[config.mk]
export PLATFORM = sky130hd
export DESIGN_NAME = cmr_chip_config
export DESIGN_NICKNAME = d
export VERILOG_FILES = /design/src/cmr_pkg.sv /design/src/cmr_chip_config.sv
export VERILOG_INCLUDE_DIRS = /design/src
export SDC_FILE = /design/constraint.sdc
export NUM_CORES = 1
export LEC_CHECK = 0
export BUFFER_PORTS_ARGS = -buffer_cell sky130_fd_sc_hd__clkbuf_2
export CAP_MARGIN = 20
export CORE_MARGIN = 2
export CORE_UTILIZATION = 45
export CTS_CLUSTER_DIAMETER = 60
export CTS_CLUSTER_SIZE = 40
export DETAILED_ROUTE_END_ITERATION = 6
export HOLD_SLACK_MARGIN = 0.05
export PLACE_DENSITY = 0.88
export SLEW_MARGIN = 30
export SYNTH_ARGS = -nofsm -noshare
export SYNTH_HDL_FRONTEND = slang
export SYNTH_SLANG_ARGS = --single-unit
export TNS_END_PERCENT = 1
[constraint.sdc]
create_clock -name sys_clk_in -period 2 [get_ports sys_clk_in]
set_clock_uncertainty 0.15 [all_clocks]
set_input_delay 0.4 -clock sys_clk_in [delete_from_list [all_inputs] [get_ports sys_clk_in]]
set_output_delay 0.4 -clock sys_clk_in [all_outputs]
set_load 0.05 [all_outputs]
[src/cmr_params.svh]
// Purpose: Constants of the chip mode, reset and pin configuration block.
// Assumes: Included by the block's package users by bare name.
// Notes:   Offsets are byte addresses in the 64K address space.
`ifndef CMR_PARAMS_SVH
`define CMR_PARAMS_SVH

// On-chip I/O occupies the top 1K bytes.
`define CMR_IO_BASE        16'hFC00
// On-chip RAM begins here and extends downward.
`define CMR_RAM_TOP        16'hFBFF
`define CMR_ROM_BYTES      4096
`define CMR_RAM_BYTES      256

// Time base and instruction clock rates, in MHz.
`define CMR_TIME_BASE_MHZ  12
`define CMR_INSTR_MHZ      6
// Time-base cycles per half period of the instruction clock.
`define CMR_CLK_HALF       1

// Control bit positions inside the upper half of port one.
`define CMR_CTL_ADDR_STB   0
`define CMR_CTL_DATA_STB   1
`define CMR_CTL_READ       2
`define CMR_CTL_ACK        3
`define CMR_CTL_REQ        4
`define CMR_CTL_GNT        5

`endif

[src/cmr_pkg.sv]
// Purpose: Types of the chip mode, reset and pin configuration block.
// Assumes: Widths of the ports are fixed at 16 and 8 bits.
// Notes:   All block state lives in one packed struct.
package cmr_pkg;

    typedef enum logic [3:0] {
        CMR_M_HOLD  = 4'h1,
        CMR_M_SAMP0 = 4'h2,
        CMR_M_SAMP1 = 4'h4,
        CMR_M_RUN   = 4'h8
    } cmr_mst_t;

    typedef enum logic [1:0] {
        CMR_SINGLE  = 2'h0,
        CMR_PARTIAL = 2'h1,
        CMR_FULL    = 2'h2
    } cmr_mode_t;

    typedef enum logic [3:0] {
        CMR_B_IDLE = 4'h1,
        CMR_B_REQ  = 4'h2,
        CMR_B_ADDR = 4'h4,
        CMR_B_DATA = 4'h8
    } cmr_bst_t;

    typedef enum logic [1:0] {
        CMR_HS_GPIO  = 2'h0,
        CMR_HS_IN    = 2'h1,
        CMR_HS_OUT   = 2'h2,
        CMR_HS_BIDIR = 2'h3
    } cmr_hs_t;

    typedef enum logic {
        CMR_BUS_PROC = 1'b0,
        CMR_BUS_GP   = 1'b1
    } cmr_bus_t;

    typedef struct packed {
        cmr_mst_t    mst;
        cmr_mode_t   mode;
        logic        strap0;
        logic        clk;
        logic        core_rst;
        logic        nmi_prev;
        logic        nmi_pend;
        logic        irq_take;
        logic [3:0]  irq_vec;
        cmr_bst_t    bst;
        logic        req;
        logic        gnt;
        logic [15:0] addr;
        logic [15:0] wdata;
        logic        we;
        logic [15:0] rdata;
        logic        done;
        logic        internal;
        logic        err;
        logic [15:0] p0_out;
        logic [15:0] p0_oe_n;
        logic [7:0]  p1_out;
        logic [7:0]  p1_oe_n;
        logic [15:0] p0_rd;
        logic [7:0]  p1_rd;
        logic [1:0]  strb_prev;
        logic [1:0]  in_full;
        logic [1:0]  out_full;
        logic [1:0]  ready;
        logic [15:0] hs_in;
    } cmr_state_t;

endpackage

[src/cmr_chip_config.sv]
// Purpose: Chip mode, reset, clock output and pin configuration logic.
// Assumes: sys_clk_in is the time base; all pins are synchronous to it.
// Notes:   The processor core sits outside and uses the core-side ports.
`timescale 1ns/1ps
`include "cmr_params.svh"

module cmr_chip_config
    import cmr_pkg::*;
#(
    parameter cmr_bus_t BUS_VARIANT = CMR_BUS_GP,
    parameter bit       EXECUTIVE   = 1'b1,
    parameter int       ROM_BYTES   = `CMR_ROM_BYTES,
    parameter int       RAM_BYTES   = `CMR_RAM_BYTES
) (
    input  wire logic        sys_clk_in,
    input  wire logic        sys_rst_in,
    input  wire logic        chip_reset_n_in,
    input  wire logic        mode_strap_in,
    input  wire logic        nmi_n_in,
    input  wire logic        nmi_ack_in,
    input  wire logic        level_one_irq_enable_in,
    input  wire logic [15:0] irq_req_in,
    input  wire logic [15:0] gpio0_out_in,
    input  wire logic [15:0] gpio0_dir_in,
    input  wire logic [7:0]  gpio1_hi_out_in,
    input  wire logic [7:0]  gpio1_hi_dir_in,
    input  wire logic [3:0]  hs_mode_in,
    input  wire logic [1:0]  hs_write_in,
    input  wire logic [1:0]  hs_read_in,
    input  wire logic [1:0]  strobe_in,
    input  wire logic        acc_req_in,
    input  wire logic        acc_we_in,
    input  wire logic [15:0] acc_addr_in,
    input  wire logic [15:0] acc_wdata_in,
    input  wire logic [15:0] parallel_port_zero_in,
    input  wire logic [7:0]  port_one_hi_in,
    output logic             core_reset_out,
    output logic             instruction_clock_out,
    output cmr_mode_t        bus_mode_out,
    output logic             nmi_take_out,
    output logic             irq_take_out,
    output logic [3:0]       irq_vector_out,
    output logic [15:0]      gpio0_rd_out,
    output logic [7:0]       gpio1_hi_rd_out,
    output logic [1:0]       ready_out,
    output logic [15:0]      hs_data_out,
    output logic             acc_done_out,
    output logic             acc_internal_out,
    output logic             acc_err_out,
    output logic [15:0]      acc_rdata_out,
    output logic [15:0]      parallel_port_zero_out,
    output logic [15:0]      parallel_port_zero_oe_n_out,
    output logic [7:0]       port_one_hi_out,
    output logic [7:0]       port_one_hi_oe_n_out
);

    localparam logic [16:0] ROM_LIM = 17'(ROM_BYTES);
    localparam logic [15:0] RAM_LO  = 16'(`CMR_RAM_TOP - RAM_BYTES + 1);
    // The processor-compatible variant is always a bus peripheral.
    localparam bit IS_EXEC = (BUS_VARIANT == CMR_BUS_GP) && EXECUTIVE;

    cmr_state_t s_q;
    cmr_state_t s_d;
    logic       rst;

    // Served on chip: I/O page, RAM below it, ROM from zero except in full mode.
    function automatic logic on_chip(input logic [15:0] a,
                                     input cmr_mode_t m);
        logic io;
        logic ram;
        logic rom;
        io  = (a >= `CMR_IO_BASE);
        ram = (a <= `CMR_RAM_TOP) && (a >= RAM_LO);
        rom = (m != CMR_FULL) && ({1'b0, a} < ROM_LIM);
        return io | ram | rom;
    endfunction

    // Control lines other than the read line are active low on the processor-compatible variant.
    function automatic logic ctl(input logic a);
        return (BUS_VARIANT == CMR_BUS_PROC) ? ~a : a;
    endfunction

    // Lowest numbered pending request wins.
    function automatic logic [3:0] prio(input logic [15:0] r);
        logic [3:0] v;
        v = 4'h0;
        for (int i = 15; i >= 0; i--) begin
            if (r[i]) begin
                v = 4'(i);
            end
        end
        return v;
    endfunction

    assign rst = sys_rst_in | ~chip_reset_n_in;

    always_comb begin
        logic        expd;
        logic        fall;
        logic        sf;
        logic        sr;
        logic        ack;
        logic        ext_req;
        logic [15:0] en;
        cmr_hs_t     hm;
        expd    = 1'b0;
        fall    = 1'b0;
        sf      = 1'b0;
        sr      = 1'b0;
        ack     = 1'b0;
        ext_req = 1'b0;
        en      = 16'h0000;
        hm      = CMR_HS_GPIO;
        s_d = s_q;
        s_d.done     = 1'b0;
        s_d.internal = 1'b0;
        s_d.err      = 1'b0;
        s_d.clk      = ~s_q.clk;

        case (s_q.mst)
            CMR_M_HOLD: begin
                s_d.mst = CMR_M_SAMP0;
            end
            CMR_M_SAMP0: begin
                s_d.strap0 = mode_strap_in;
                s_d.mst    = CMR_M_SAMP1;
            end
            CMR_M_SAMP1: begin
                // A strap that followed the clock output toggled between
                // the two samples.
                if (s_q.strap0 != mode_strap_in) begin
                    s_d.mode = CMR_FULL;
                end else if (mode_strap_in) begin
                    s_d.mode = CMR_SINGLE;
                end else begin
                    s_d.mode = CMR_PARTIAL;
                end
                s_d.mst = CMR_M_RUN;
            end
            CMR_M_RUN: begin
                s_d.mst = CMR_M_RUN;
            end
            default: begin
                s_d.mst = CMR_M_HOLD;
            end
        endcase
        s_d.core_rst = (s_d.mst != CMR_M_RUN);

        fall         = s_q.nmi_prev & ~nmi_n_in;
        s_d.nmi_prev = nmi_n_in;
        if (nmi_ack_in) begin
            s_d.nmi_pend = 1'b0;
        end
        if (fall) begin
            s_d.nmi_pend = 1'b1;
        end
        en = irq_req_in & {16{level_one_irq_enable_in}};
        s_d.irq_take = (|en) & ~s_d.nmi_pend;
        s_d.irq_vec  = prio(en);
        if (s_q.core_rst) begin
            s_d.nmi_pend = 1'b0;
            s_d.irq_take = 1'b0;
        end

        expd      = (s_q.mode != CMR_SINGLE);
        s_d.p0_rd = parallel_port_zero_in;
        s_d.p1_rd = port_one_hi_in;
        ack       = ctl(port_one_hi_in[`CMR_CTL_ACK]);
        ext_req   = ctl(port_one_hi_in[`CMR_CTL_REQ]);

        s_d.p0_out  = gpio0_out_in;
        s_d.p0_oe_n = ~gpio0_dir_in;
        for (int b = 0; b < 2; b++) begin
            hm = cmr_hs_t'(hs_mode_in[2*b +: 2]);
            sf = s_q.strb_prev[b] & ~strobe_in[b];
            sr = ~s_q.strb_prev[b] & strobe_in[b];
            s_d.strb_prev[b] = strobe_in[b];
            s_d.ready[b]     = 1'b0;
            case (hm)
                CMR_HS_IN: begin
                    if (hs_read_in[b]) begin
                        s_d.in_full[b] = 1'b0;
                    end
                    if (sf && !s_q.in_full[b]) begin
                        s_d.hs_in[8*b +: 8] = parallel_port_zero_in[8*b +: 8];
                        s_d.in_full[b] = 1'b1;
                    end
                    s_d.p0_oe_n[8*b +: 8] = 8'hFF;
                    s_d.ready[b] = ~s_d.in_full[b];
                end
                CMR_HS_OUT: begin
                    if (sr) begin
                        s_d.out_full[b] = 1'b0;
                    end
                    if (hs_write_in[b]) begin
                        s_d.out_full[b] = 1'b1;
                    end
                    s_d.p0_oe_n[8*b +: 8] = 8'h00;
                    s_d.ready[b] = s_d.out_full[b];
                end
                CMR_HS_BIDIR: begin
                    // Latch on the rising strobe, before our drive starts.
                    if (sr) begin
                        s_d.hs_in[8*b +: 8] = parallel_port_zero_in[8*b +: 8];
                    end
                    if (sf) begin
                        s_d.out_full[b] = 1'b0;
                    end
                    if (hs_write_in[b]) begin
                        s_d.out_full[b] = 1'b1;
                    end
                    s_d.p0_oe_n[8*b +: 8] = {8{~strobe_in[b]}};
                    s_d.ready[b] = s_d.out_full[b];
                end
                default: begin
                    s_d.in_full[b]  = 1'b0;
                    s_d.out_full[b] = 1'b0;
                end
            endcase
        end
        s_d.p1_out  = gpio1_hi_out_in;
        s_d.p1_oe_n = ~gpio1_hi_dir_in;

        // An executive hands the bus over only while it is idle.
        if (IS_EXEC) begin
            s_d.gnt = expd && ext_req &&
                      (s_q.gnt || (s_q.bst == CMR_B_IDLE));
        end else begin
            s_d.gnt = 1'b0;
        end

        case (s_q.bst)
            CMR_B_IDLE: begin
                s_d.req = 1'b0;
                if (acc_req_in && !s_q.core_rst) begin
                    if (on_chip(acc_addr_in, s_q.mode)) begin
                        s_d.internal = 1'b1;
                        s_d.done     = 1'b1;
                    end else if (!expd) begin
                        s_d.err  = 1'b1;
                        s_d.done = 1'b1;
                    end else begin
                        s_d.addr  = acc_addr_in;
                        s_d.wdata = acc_wdata_in;
                        s_d.we    = acc_we_in;
                        s_d.bst   = CMR_B_REQ;
                        s_d.gnt   = s_q.gnt;
                    end
                end
            end
            CMR_B_REQ: begin
                if (IS_EXEC) begin
                    if (!s_q.gnt) begin
                        s_d.bst = CMR_B_ADDR;
                    end
                end else begin
                    s_d.req = 1'b1;
                    if (s_q.req && ctl(port_one_hi_in[`CMR_CTL_GNT])) begin
                        s_d.bst = CMR_B_ADDR;
                    end
                end
            end
            CMR_B_ADDR: begin
                s_d.bst = CMR_B_DATA;
            end
            CMR_B_DATA: begin
                if (ack) begin
                    s_d.rdata = parallel_port_zero_in;
                    s_d.done  = 1'b1;
                    s_d.req   = 1'b0;
                    s_d.bst   = CMR_B_IDLE;
                end
            end
            default: begin
                s_d.bst = CMR_B_IDLE;
            end
        endcase

        if (expd) begin
            // Port zero and the upper half of port one become the bus.
            s_d.p0_out  = (s_d.bst == CMR_B_ADDR) ? s_d.addr : s_d.wdata;
            s_d.p0_oe_n = ((s_d.bst == CMR_B_ADDR) ||
                           ((s_d.bst == CMR_B_DATA) && s_d.we)) ?
                          16'h0000 : 16'hFFFF;
            s_d.ready   = 2'b00;
            s_d.p1_out  = 8'h00;
            s_d.p1_oe_n = 8'hFF;
            s_d.p1_out[`CMR_CTL_ADDR_STB] = ctl((s_d.bst == CMR_B_ADDR) ||
                                                (s_d.bst == CMR_B_DATA));
            s_d.p1_out[`CMR_CTL_DATA_STB] = ctl(s_d.bst == CMR_B_DATA);
            s_d.p1_out[`CMR_CTL_READ]     = ~s_d.we;
            if ((s_d.bst == CMR_B_ADDR) || (s_d.bst == CMR_B_DATA)) begin
                s_d.p1_oe_n[`CMR_CTL_READ:`CMR_CTL_ADDR_STB] = 3'h0;
            end
            if (IS_EXEC) begin
                s_d.p1_out[`CMR_CTL_GNT]  = ctl(s_d.gnt);
                s_d.p1_oe_n[`CMR_CTL_GNT] = 1'b0;
            end else begin
                s_d.p1_out[`CMR_CTL_REQ]  = ctl(s_d.req);
                s_d.p1_oe_n[`CMR_CTL_REQ] = 1'b0;
            end
        end
    end

    always_ff @(posedge sys_clk_in) begin
        if (rst) begin
            s_q           <= '0;
            s_q.mst       <= CMR_M_HOLD;
            s_q.bst       <= CMR_B_IDLE;
            s_q.core_rst  <= 1'b1;
            s_q.nmi_prev  <= 1'b1;
            s_q.p0_oe_n   <= 16'hFFFF;
            s_q.p1_oe_n   <= 8'hFF;
        end else begin
            s_q <= s_d;
        end
    end

    assign core_reset_out              = s_q.core_rst;
    assign instruction_clock_out       = s_q.clk;
    assign bus_mode_out                = s_q.mode;
    assign nmi_take_out                = s_q.nmi_pend;
    assign irq_take_out                = s_q.irq_take;
    assign irq_vector_out              = s_q.irq_vec;
    assign gpio0_rd_out                = s_q.p0_rd;
    assign gpio1_hi_rd_out             = s_q.p1_rd;
    assign ready_out                   = s_q.ready;
    assign hs_data_out                 = s_q.hs_in;
    assign acc_done_out                = s_q.done;
    assign acc_internal_out            = s_q.internal;
    assign acc_err_out                 = s_q.err;
    assign acc_rdata_out               = s_q.rdata;
    assign parallel_port_zero_out      = s_q.p0_out;
    assign parallel_port_zero_oe_n_out = s_q.p0_oe_n;
    assign port_one_hi_out             = s_q.p1_out;
    assign port_one_hi_oe_n_out        = s_q.p1_oe_n;

endmodule

## After elaboration in Yosys (flattened, before gate mapping)

Cells that the tools add are included.

| word-level totals | value |
|---|---|
| bits in registers | 169 |
| input bits | 139 |
| output and inout bits | 119 |
| logic and storage cells | 190 |

| operators by class | value |
|---|---|
| order comparisons | 4 |
| equality and inequality tests | 23 |
| multiplexer cells | 69 |
| bitwise logic cells | 25 |
| reduce and logical (&&, ||, !) cells | 32 |

Operator list:

| cell | number |
|---|---|
| two-way mux 34 bit | 4 |
| two-way mux 4 bit | 12 |
| two-way mux 48 bit | 1 |
| case mux 8 bit (3 select lines) | 2 |
| >= comparator 16 bit (second input constant) | 2 |
| two-way mux 16 bit | 2 |
| two-way mux 8 bit | 4 |
| case mux 8 bit (2 select lines) | 2 |
| two-way mux 1 bit | 23 |
| two-way mux 3 bit | 6 |
| bitwise AND 16 bit | 1 |
| <= comparator 16 bit (second input constant) | 1 |
| less-than comparator 16 x 13 -> 1 bit (second input constant) | 1 |
| inverter 16 bit | 1 |
| case mux 4 bit (4 select lines) | 1 |
| OR reduction 16 bit | 1 |
| inverter 1 bit | 13 |
| == test 4 x 3 -> 1 bit (second input constant) | 3 |
| == test 4 bit (second input constant) | 3 |
| case mux 1 bit (3 select lines) | 4 |
| case mux 4 bit (3 select lines) | 1 |
| OR reduction 2 bit | 6 |
| inequality test 2 bit (second input constant) | 5 |
| OR reduction 9 bit | 1 |
| other kinds (21) | 53 |

## Longest topological paths before layout

Gate-level depths: netlist of the first run.

| depth | value |
|---|---|
| depth in word-level cells | 16 |
| gate-level depth with buffers | 8 |
| mapped depth without buffers | 5 |

## Worst setup path before layout of the first run

Ideal clock, no wire load.

| path | value |
|---|---|
| path type | input to register |
| start | in acc_addr_in[14] |
| end | reg s_q, in the netlist parallel_port_zero_oe_n_out[10] |
| library setup time | 0.116 ns |
| data arrival time | 1.911 ns |
| data required time | 1.734 ns |
| path slack | -0.177 ns |
| stages | 6 |
| buffers on the path | 1 |
| cell sequence | or4_4 o2111a_2 and3b_4 nor3b_4 buf_6 nand2_1 |

| between the ends | value |
|---|---|
| cells in the longest elaborated chain, start to end | 12 |
| elaborated cells between the ends (all ways) | 20 |
| classes of those cells | order compare: 4; eq/ne: 2; mux: 8; bitwise: 2; reduce/logical: 4 |

Ends and longest elaborated chain:

| what | line | text |
|---|---|---|
| from (decl) | cmr_chip_config.sv:33 | `input wire logic [15:0] acc_addr_in,` |
| <= comparator 16 bit (no line) / >= comparator 16 bit (equally long branches) | - |  |
| logical AND 1 bit | cmr_chip_config.sv:73 | `` ram = (a <= `CMR_RAM_TOP) && (a >= RAM_LO); `` |
| bitwise OR 1 bit | cmr_chip_config.sv:75 | `return io \| ram \| rom;` |
| bitwise OR 1 bit (*) | cmr_chip_config.sv:75 |  |
| two-way mux 4 bit | cmr_chip_config.sv:236 | `if (on_chip(acc_addr_in, s_q.mode)) begin` |
| two-way mux 4 bit | cmr_chip_config.sv:235 | `if (acc_req_in && !s_q.core_rst) begin` |
| case mux 4 bit (4 select lines) | cmr_chip_config.sv:232 | `case (s_q.bst)` |
| == test 4 bit | cmr_chip_config.sv:283 | `((s_d.bst == CMR_B_DATA) && s_d.we)) ?` |
| logical AND 1 bit | cmr_chip_config.sv:283 |  |
| logical OR 1 bit (*) | cmr_chip_config.sv:282 | `s_d.p0_oe_n = ((s_d.bst == CMR_B_ADDR) \|\|` |
| two-way mux 16 bit (*) | cmr_chip_config.sv:283 |  |
| two-way mux 48 bit (*) | cmr_chip_config.sv:279 | `if (expd) begin` |
| to (decl) | cmr_chip_config.sv:62 | `cmr_state_t s_q;` |

Every way passes the cells marked *; elsewhere a longest branch is shown, timed or not.
A chain may end at the register's enable or synchronous reset.

## Final worst setup path of the first run

| path | value |
|---|---|
| start | reg s_q[153] in the netlist's numbering |
| end | reg s_q, in the netlist parallel_port_zero_oe_n_out[9] |

| between the ends | value |
|---|---|
| cells in the longest elaborated chain, start to end | 9 |
| elaborated cells between the ends (all ways) | 17 |
| classes of those cells | eq/ne: 6; mux: 9; reduce/logical: 2 |

Ends and longest elaborated chain:

| what | line | text |
|---|---|---|
| two-way mux 4 bit | cmr_chip_config.sv:239 | `end else if (!expd) begin` |
| two-way mux 4 bit | cmr_chip_config.sv:236 |  |
| two-way mux 4 bit | cmr_chip_config.sv:235 |  |
| case mux 4 bit (4 select lines) | cmr_chip_config.sv:232 |  |
| == test 4 bit | cmr_chip_config.sv:283 |  |
| logical AND 1 bit | cmr_chip_config.sv:283 |  |
| logical OR 1 bit (*) | cmr_chip_config.sv:282 |  |
| two-way mux 16 bit (*) | cmr_chip_config.sv:283 |  |
| two-way mux 48 bit (*) | cmr_chip_config.sv:279 |  |

Every way passes the cells marked *; elsewhere a longest branch is shown, timed or not. The select of a mux whose other input is x is not followed.

==> summary.md, run 1 <==
| Metric | Value |
|---|---|
| Outcome | `finished, violations left` |
| Violated checks | `negative setup slack` |
| Gate power share | `approximately a tenth` |
| CP required | `~2.2 ns` |
| Switch Pwr | `about 1.9 mW` |
| Clock latency on the worst-skew pair | `roughly 0.42 ns` |
| GRT overflow | `0` |
| Initial antenna violation count | `0` |
| Antenna Nets Post-Route | `0` |
| IO Pins | `258` |
| Largest family of logic cells by synthesized area | `simple AND/OR/NAND/NOR gates` |
| Wirelength per Cell | `15.5 µm` |
| Yosys top cell area share | `between 40 and 50%` |
| Global-route usage over all layers | `a little over a fifth` |
| Die Height | `129 µm` |
| Place WS | `-0.323 ns` |
| Slew @ Worst Pin | `0.543 ns` |
| Max Cap Viol | `0` |
| HPWL after detailed placement | `13300 µm` |
| Flop pwr share | `about 45%` |
| Fmax | `0.495 GHz` |
| Die Width | `approximately 130 µm` |
| Number of remaining DRC errors | `0` |
| Largest net degree at the start of global routing | `74` |
| Rel. slew slack | `between 60% and 70%` |
| Root Buffer | `clkbuf_16` |
| Fin. Hold Viols | `0` |
| Synth cell types | `56` |
| TritonCTS clock tree | `yes` |
| Max VDD drop | `0.785 mV` |
| Crit path DAT | `around 2.2 ns` |
| Tmin final | `between 2 and 2.5 ns` |
| Synth top area cells | `dfxtp_1 (48%), buf_4 (12%), nand2_1 (8.0%)` |
| Mapped Cells | `between 800 and 900` |
| WL final | `18700 µm` |
| Number of global-route vias before repair | `approximately 5.9k` |
| Most common cell in the synthesized netlist | `dfxtp_1` |
| Placed cell count | `1147` |
| Sw Share | `around 25%` |
| RSZ-0062 raised after global routing | `true` |
| Clk slew on worst S/H paths | `0.06 ns` |
| Via density | `5.12` |
| Post-Syn Nets | `~950` |
| Post-Synth Simple-Gate Area | `between 10% and 20%` |
| Final Slew Violations | `0` |
| Longest Clk Path Bufs | `2` |
| Syn. warnings | `0` |
| Synth Area in Compound Gates | `a little over an eighth` |
| Yosys reg bits | `approximately 170` |
| Pwr per Cell Area | `~870 nW/µm²` |
| DIE AREA | `16600 µm²` |
| Initial core utilization | `approximately 46%` |
| CP startpoint kind | `register` |
| Final net count | `1151` |
| Synth Area in XOR/XNOR | `less than 1%` |
| Netlist Area Pre-Place | `between 7000 and 8000 µm²` |
| Router iterations before antenna repair | `5` |
| Placed Instance Area | `around 8000 µm²` |
| Internal | `a little under 6 mW` |
| Syn_area_per_cell | `8.62 µm²` |
| Crit-path max FO | `8` |
| I/O Buffers | `257` |
| EDFF count, synth | `0` |
| Period utilisation layout | `101%` |
| Core footprint | `15200 µm²` |
| GP Congestion | `0.836` |
| Adder-Cell Fraction of Synth Area | `less than 1%` |
| Clock sink count | `169` |
| Cts bufs inserted | `17` |
| Post-synthesis sequential area ratio | `between 40% and 50%` |
| Most frequent cells after synthesis | `dfxtp_1 (169), nand2_1 (150), buf_4 (116)` |
| Post-route design area | `just under 9000 µm²` |
| Fin cells | `about 1.2k` |
| Area leader, netlist | `dfxtp_1` |
| Setup Viol. Count Final | `10` |
| Fraction of layout cells with a size suffix above 1 | `34.9%` |
| Antenna cell count | `0` |
| Worst hold path type | `primary input to register` |
| WS Path Type | `register to register` |
| Mux contribution to synthesized area | `under 10%` |
| Finished Core Util | `58.7%` |
| Fraction of registers with async set/reset | `0%` |
| Area delta synth->final | `27.1%` |
| First-pass GRT wire length | `28300 µm` |
| Rows | `45` |
| Worst setup EP type | `register` |
| Via count | `roughly 6.2k` |
| Post-route worst setup slack | `-0.0185 ns` |
| H-tree Lvls | `4` |
| Prevailing post-synth register cell | `dfxtp_1` |
| DR iter-0 viols | `480` |
| Clock network power share | `between 40 and 50%` |
| Leakage power | `just over 4 nW` |
[kinds of logic (layout without fill, tap and decap cells)]
family                     count (synthesis)  after routing
xor gates and xnor gates                   2              2
adders and majority gates                  1              1
DFF                                      169            169
and+or+nand+nor                          297            297
AOI/OAI and AO/OA                        161            161
buffers and inverters                    164            374
muxes                                     20             20
[layout make-up]
class / instances / area [µm²]
Clock buffer: 21 / 470
Timing Repair Buffer: 333 / 2020
Inverter: 9 / 33.8
Clock inverter: 11 / 160
Multi-Input combinational cell: 481 / 2610
Tap cell: 188 / 235
Sequential cell: 169 / 3390
Fill cell: 1255 / 6280
[layer usage]
metal / share of wire, % / global-route usage (%) / up-vias
met5: 0 / 0 / -
met4: 4.0 / 11.5 / 0
met3: 7.4 / 7.03 / 56
met2: 49 / 37.9 / 287
met1: 39 / 23.7 / 2850
li1: - / - / 3008
[critical path: stages (launching register included)]
cell	delay, ns
dfxtp_2	0.34
or3b_4	0.38
a211o_1	0.30
a21oi_2	0.17
nor3b_4	0.26
buf_12	0.15
buf_12	0.11
nand2_1	0.05
[metrics by stage]
stage | power [mW] | hold slack [ns] | setup TNS, ns
after floorplan | 4.07 | 0.282 | -3.67
after global placement | 4.28 | 0.253 | -13.79
after detailed placement | 4.29 | 0.252 | -15.46
after CTS | 7.79 | 0.0507 | -0.105
after global routing | 7.99 | 0.0528 | -1.36
final | 7.74 | 0.0646 | -0.116
[registers in the layout, summed over array words and instances (netlist names)]
signal,cells
parallel_port_zero_oe_n_out,16
irq_vector_out,4
port_one_hi_oe_n_out,8
port_one_hi_out,8
acc_done_out,1
nmi_take_out,1
instruction_clock_out,1
hs_data_out,16
ready_out,2
irq_take_out,1
acc_err_out,1
bus_mode_out,2
parallel_port_zero_out,16
acc_rdata_out,16
gpio0_rd_out,16
s_q,50
core_reset_out,1
acc_internal_out,1
gpio1_hi_rd_out,8
[power groups by stage]
stage | logic, mW | clock network [mW] | registers [mW]
6_report | 0.811 | 3.46 | 3.47
5_1_grt | 0.866 | 3.65 | 3.47
4_1_cts | 0.807 | 3.51 | 3.47
3_5_place_dp | 0.745 | 0 | 3.55
3_3_place_gp | 0.737 | 0 | 3.54
2_1_floorplan | 0.528 | 0 | 3.54
[path summary, 6_finish.rpt]
path | endpoint | depth (start not counted) | from | slack [ns]
hold reg to reg | instruction_clock_out | 1 | instruction_clock_out | 0.26
hold / removal | port_one_hi_out[1] | 3 | gpio1_hi_out_in[1] | 0.06
setup / recovery | parallel_port_zero_oe_n_out[9] | 7 | s_q[153] | -0.02
setup reg to reg | parallel_port_zero_oe_n_out[9] | 7 | s_q[153] | -0.02
[repair_timing]
item                       4_1_cts  5_1_grt
pin swaps                        3        2
setup endpoints to repair       18       40
gates cloned                     1        0
hold buffers                    29        0
setup buffers                    3        0
gates resized for setup          7        5
hold endpoints to repair        29        0
[cell usage in the layout (no fill, tap or decap), drive strengths merged, types with 19 or more instances in the layout]
cell         count
buf             47
clkbuf         278
mux2i           19
nor2            54
dlygate4sd3     29
and2            31
a21oi           79
nand2          150
dfxtp          169
o21ai           38
Note: power is estimated with default switching activity, not from simulation.
==> inputs of run 2 (changes only) <==
- CORE_UTILIZATION: 45 -> 46
- CTS_BUF_LIST: not set -> sky130_fd_sc_hd__clkbuf_4
- PLACE_DENSITY: 0.88 -> 0.89
==> run 2 against run 1 <==
The run still ends with negative setup slack left; via count rose by 17%; first-iteration DRC count rose by 21%; final cell count rose by 8.2%; routed wire length rose by 29%.
==> summary.md, run 2 (same netlist as run 1, synthesis figures left out) <==
| Metric | Value |
|---|---|
| R2R depth | `6` |
| Clock latency on the worst-skew pair | `between 0.5 and 0.6 ns` |
| Fin. Hold Viols | `0` |
| Max VDD drop | `between 0.4 and 0.5 mV` |
| I/O Buffers | `about 260` |
| RSZ-0062 raised after global routing | `true` |
| Final Slew Violations | `0` |
| Wirelength per Cell | `18.4 µm` |
| TritonCTS clock tree | `yes` |
| Post-route worst setup slack | `-0.116 ns` |
| Die Width | `about 130 µm` |
| Via count | `approximately 7.3k` |
| WP buf/inv | `5` |
| Crit-path cells | `clkbuf_2 -> dlygate4sd3_1 -> buf_4 -> and4_1 -> nand3_1 -> buf_6 -> nand2_1 -> buf_12 -> nand2_1 -> a21oi_1` |
| GP Congestion | `0.836` |
| H-tree Lvls | `4` |
| CP Launch Point | `acc_addr_in[13]` |
| Largest net degree at the start of global routing | `39` |
| Initial antenna violation count | `6` |
| Critical path depth in cells | `10` |
| Core footprint | `approximately 15000 µm²` |
| Top cell family by delay on the critical path | `buffers and inverters` |
| Number of remaining DRC errors | `0` |
| Tmin final | `about 2.1 ns` |
| Fraction of layout cells with a size suffix above 1 | `31.4%` |
| Max FFs per register | `50` |
| Final hold slack | `roughly 0.11 ns` |
| Setup Viol. Count Final | `32` |
| Clk slew on worst S/H paths | `around 0.17 ns` |
| Clock sink count | `roughly 170` |
| Final net count | `between 1k and 1.5k` |
| CP required | `~2.4 ns` |
| Slowest stage cell, crit path | `dlygate4sd3_1` |
| Max Cap Viol | `0` |
| Cts bufs inserted | `17` |
| Longest Clk Path Bufs | `2` |
| Slew @ Worst Pin | `roughly 0.54 ns` |
| Crit-path max FO | `38` |
| CP endpoint | `s_q[118]` |
| Top reg by flops | `s_q` |
| CP startpoint kind | `primary input` |
| Antenna Nets Post-Route | `0` |
| Leakage power | `approximately 4.2 nW` |
| Via density | `5.54` |
| Fmax | `~0.47 GHz` |
| Commonest non-fill, non-tap cell in the layout | `clkbuf_2` |
| WS Path Type | `primary input to register` |
| DIE AREA | `approximately 16000 µm²` |
| IO Pins | `~260` |
| Rows | `between 40 and 50` |
| Outcome | `finished, violations left` |
| Rel. slew slack | `63.2%` |
| Router iterations before antenna repair | `7` |
| Area delta synth->final | `34.9%` |
| Most frequent cells in the layout | `clkbuf_2 (254), dfxtp_1 (168), nand2_1 (148)` |
| Period utilisation layout | `106%` |
| Worst hold path type | `primary input to register` |
| Die Height | `between 100 and 150 µm` |
| Root Buffer | `clkbuf_4` |
| CP max stage delay | `~0.58 ns` |
| First-pass GRT wire length | `36600 µm` |
| Most used cell, CP | `nand2_1` |
| Initial core utilization | `roughly 47%` |
| Crit path DAT | `between 2 and 2.5 ns` |
| Worst setup EP type | `register` |
| HPWL after detailed placement | `13300 µm` |
| GRT overflow | `0` |
| Finished Core Util | `63.0%` |
| Worst r2r dst | `s_q[118]` |
| Worst reg2reg path startpoint | `s_q[151]` |
| Number of global-route vias before repair | `roughly 7.1k` |
| DR iter-0 viols | `around 580` |
| Violated checks | `negative setup slack` |
| Pwr per Cell Area | `about 660 nW/µm²` |
| Global-route usage over all layers | `29.0%` |
| Worst reg2reg setup slack | `0.04 ns` |
| WL final | `~24000 µm` |
[run 2: layout make-up]
class / count / area (µm²)
antenna: 5 / 12.5
clock buffer: 19 / 143
clock inverter: 13 / 95.1
timing repair buffer: 427 / 2920
inverter: 9 / 33.8
fill: 1107 / 5570
multi-input combinational: 481 / 2640
tap: 188 / 235
sequential: 169 / 3390
[run 2: worst register-to-register path, stage by stage (launching register included)]
cell and delay [ns]:
dfxtp_1 0.37, nor4b_4 0.31, o2111a_2 0.33, and2_4 0.21, buf_4 0.17, nand2_1 0.08, a21oi_1 0.27
[run 2: stage by stage]
stage	cells	setup slack, ns	cell area [µm²]	power [mW]	setup TNS (ns)
4_1_cts	1304	0.00978	9380	6.18	0
5_1_grt	1311	-0.0480	9470	6.47	-0.551
3_3_place_gp	1147	-0.263	7890	4.27	-13.06
6_report	1311	-0.116	9470	6.24	-1.71
2_1_floorplan	814	-0.160	7020	4.07	-3.67
3_5_place_dp	1147	-0.327	7890	4.28	-15.05
[run 2: timing repair]
item / 4_1_cts / 5_1_grt
hold buffers: 125 / 1
resized for setup: 2 / 16
setup buffers: 0 / 1
hold endpoints to repair: 151 / 1
endpoints found under the setup margin: 16 / 72
pin swaps: 0 / 4
[run 2: where the power goes]
group | total, mW | switching [mW] | leakage, nW | internal, mW
sequential | 3.47 | 0.0298 | 1.38 | 3.44
clock | 1.78 | 1.26 | 0.121 | 0.523
combinational | 0.987 | 0.578 | 2.73 | 0.409
total | 6.24 | 1.86 | 4.23 | 4.38
[run 2: how the worst min path moves through the flow]
stage	startpoint	to	slack (ns)	cells past startpoint
2_1_floorplan	s_q[139]	s_q[139]	0.28	2
3_3_place_gp	instruction_clock_out	instruction_clock_out	0.25	1
3_5_place_dp	instruction_clock_out	instruction_clock_out	0.26	1
4_1_cts	chip_reset_n_in	s_q[150]	0.05	3
5_1_grt	irq_req_in[4]	irq_vector_out[0]	0.08	4
6_report	nmi_ack_in	irq_take_out	0.11	4
[run 2: per-layer routing]
layer  vias up  part of all wire (%)  routed length, µm  global-route usage (%)
met5         -                 0.054                 13                       0
met4         2                   6.7               1620                    18.4
met3       170                   9.0               2170                    8.96
met2       527                    48              11600                    49.8
met1      3344                    36               8670                    31.1
li1       3222                     -                  -                       -
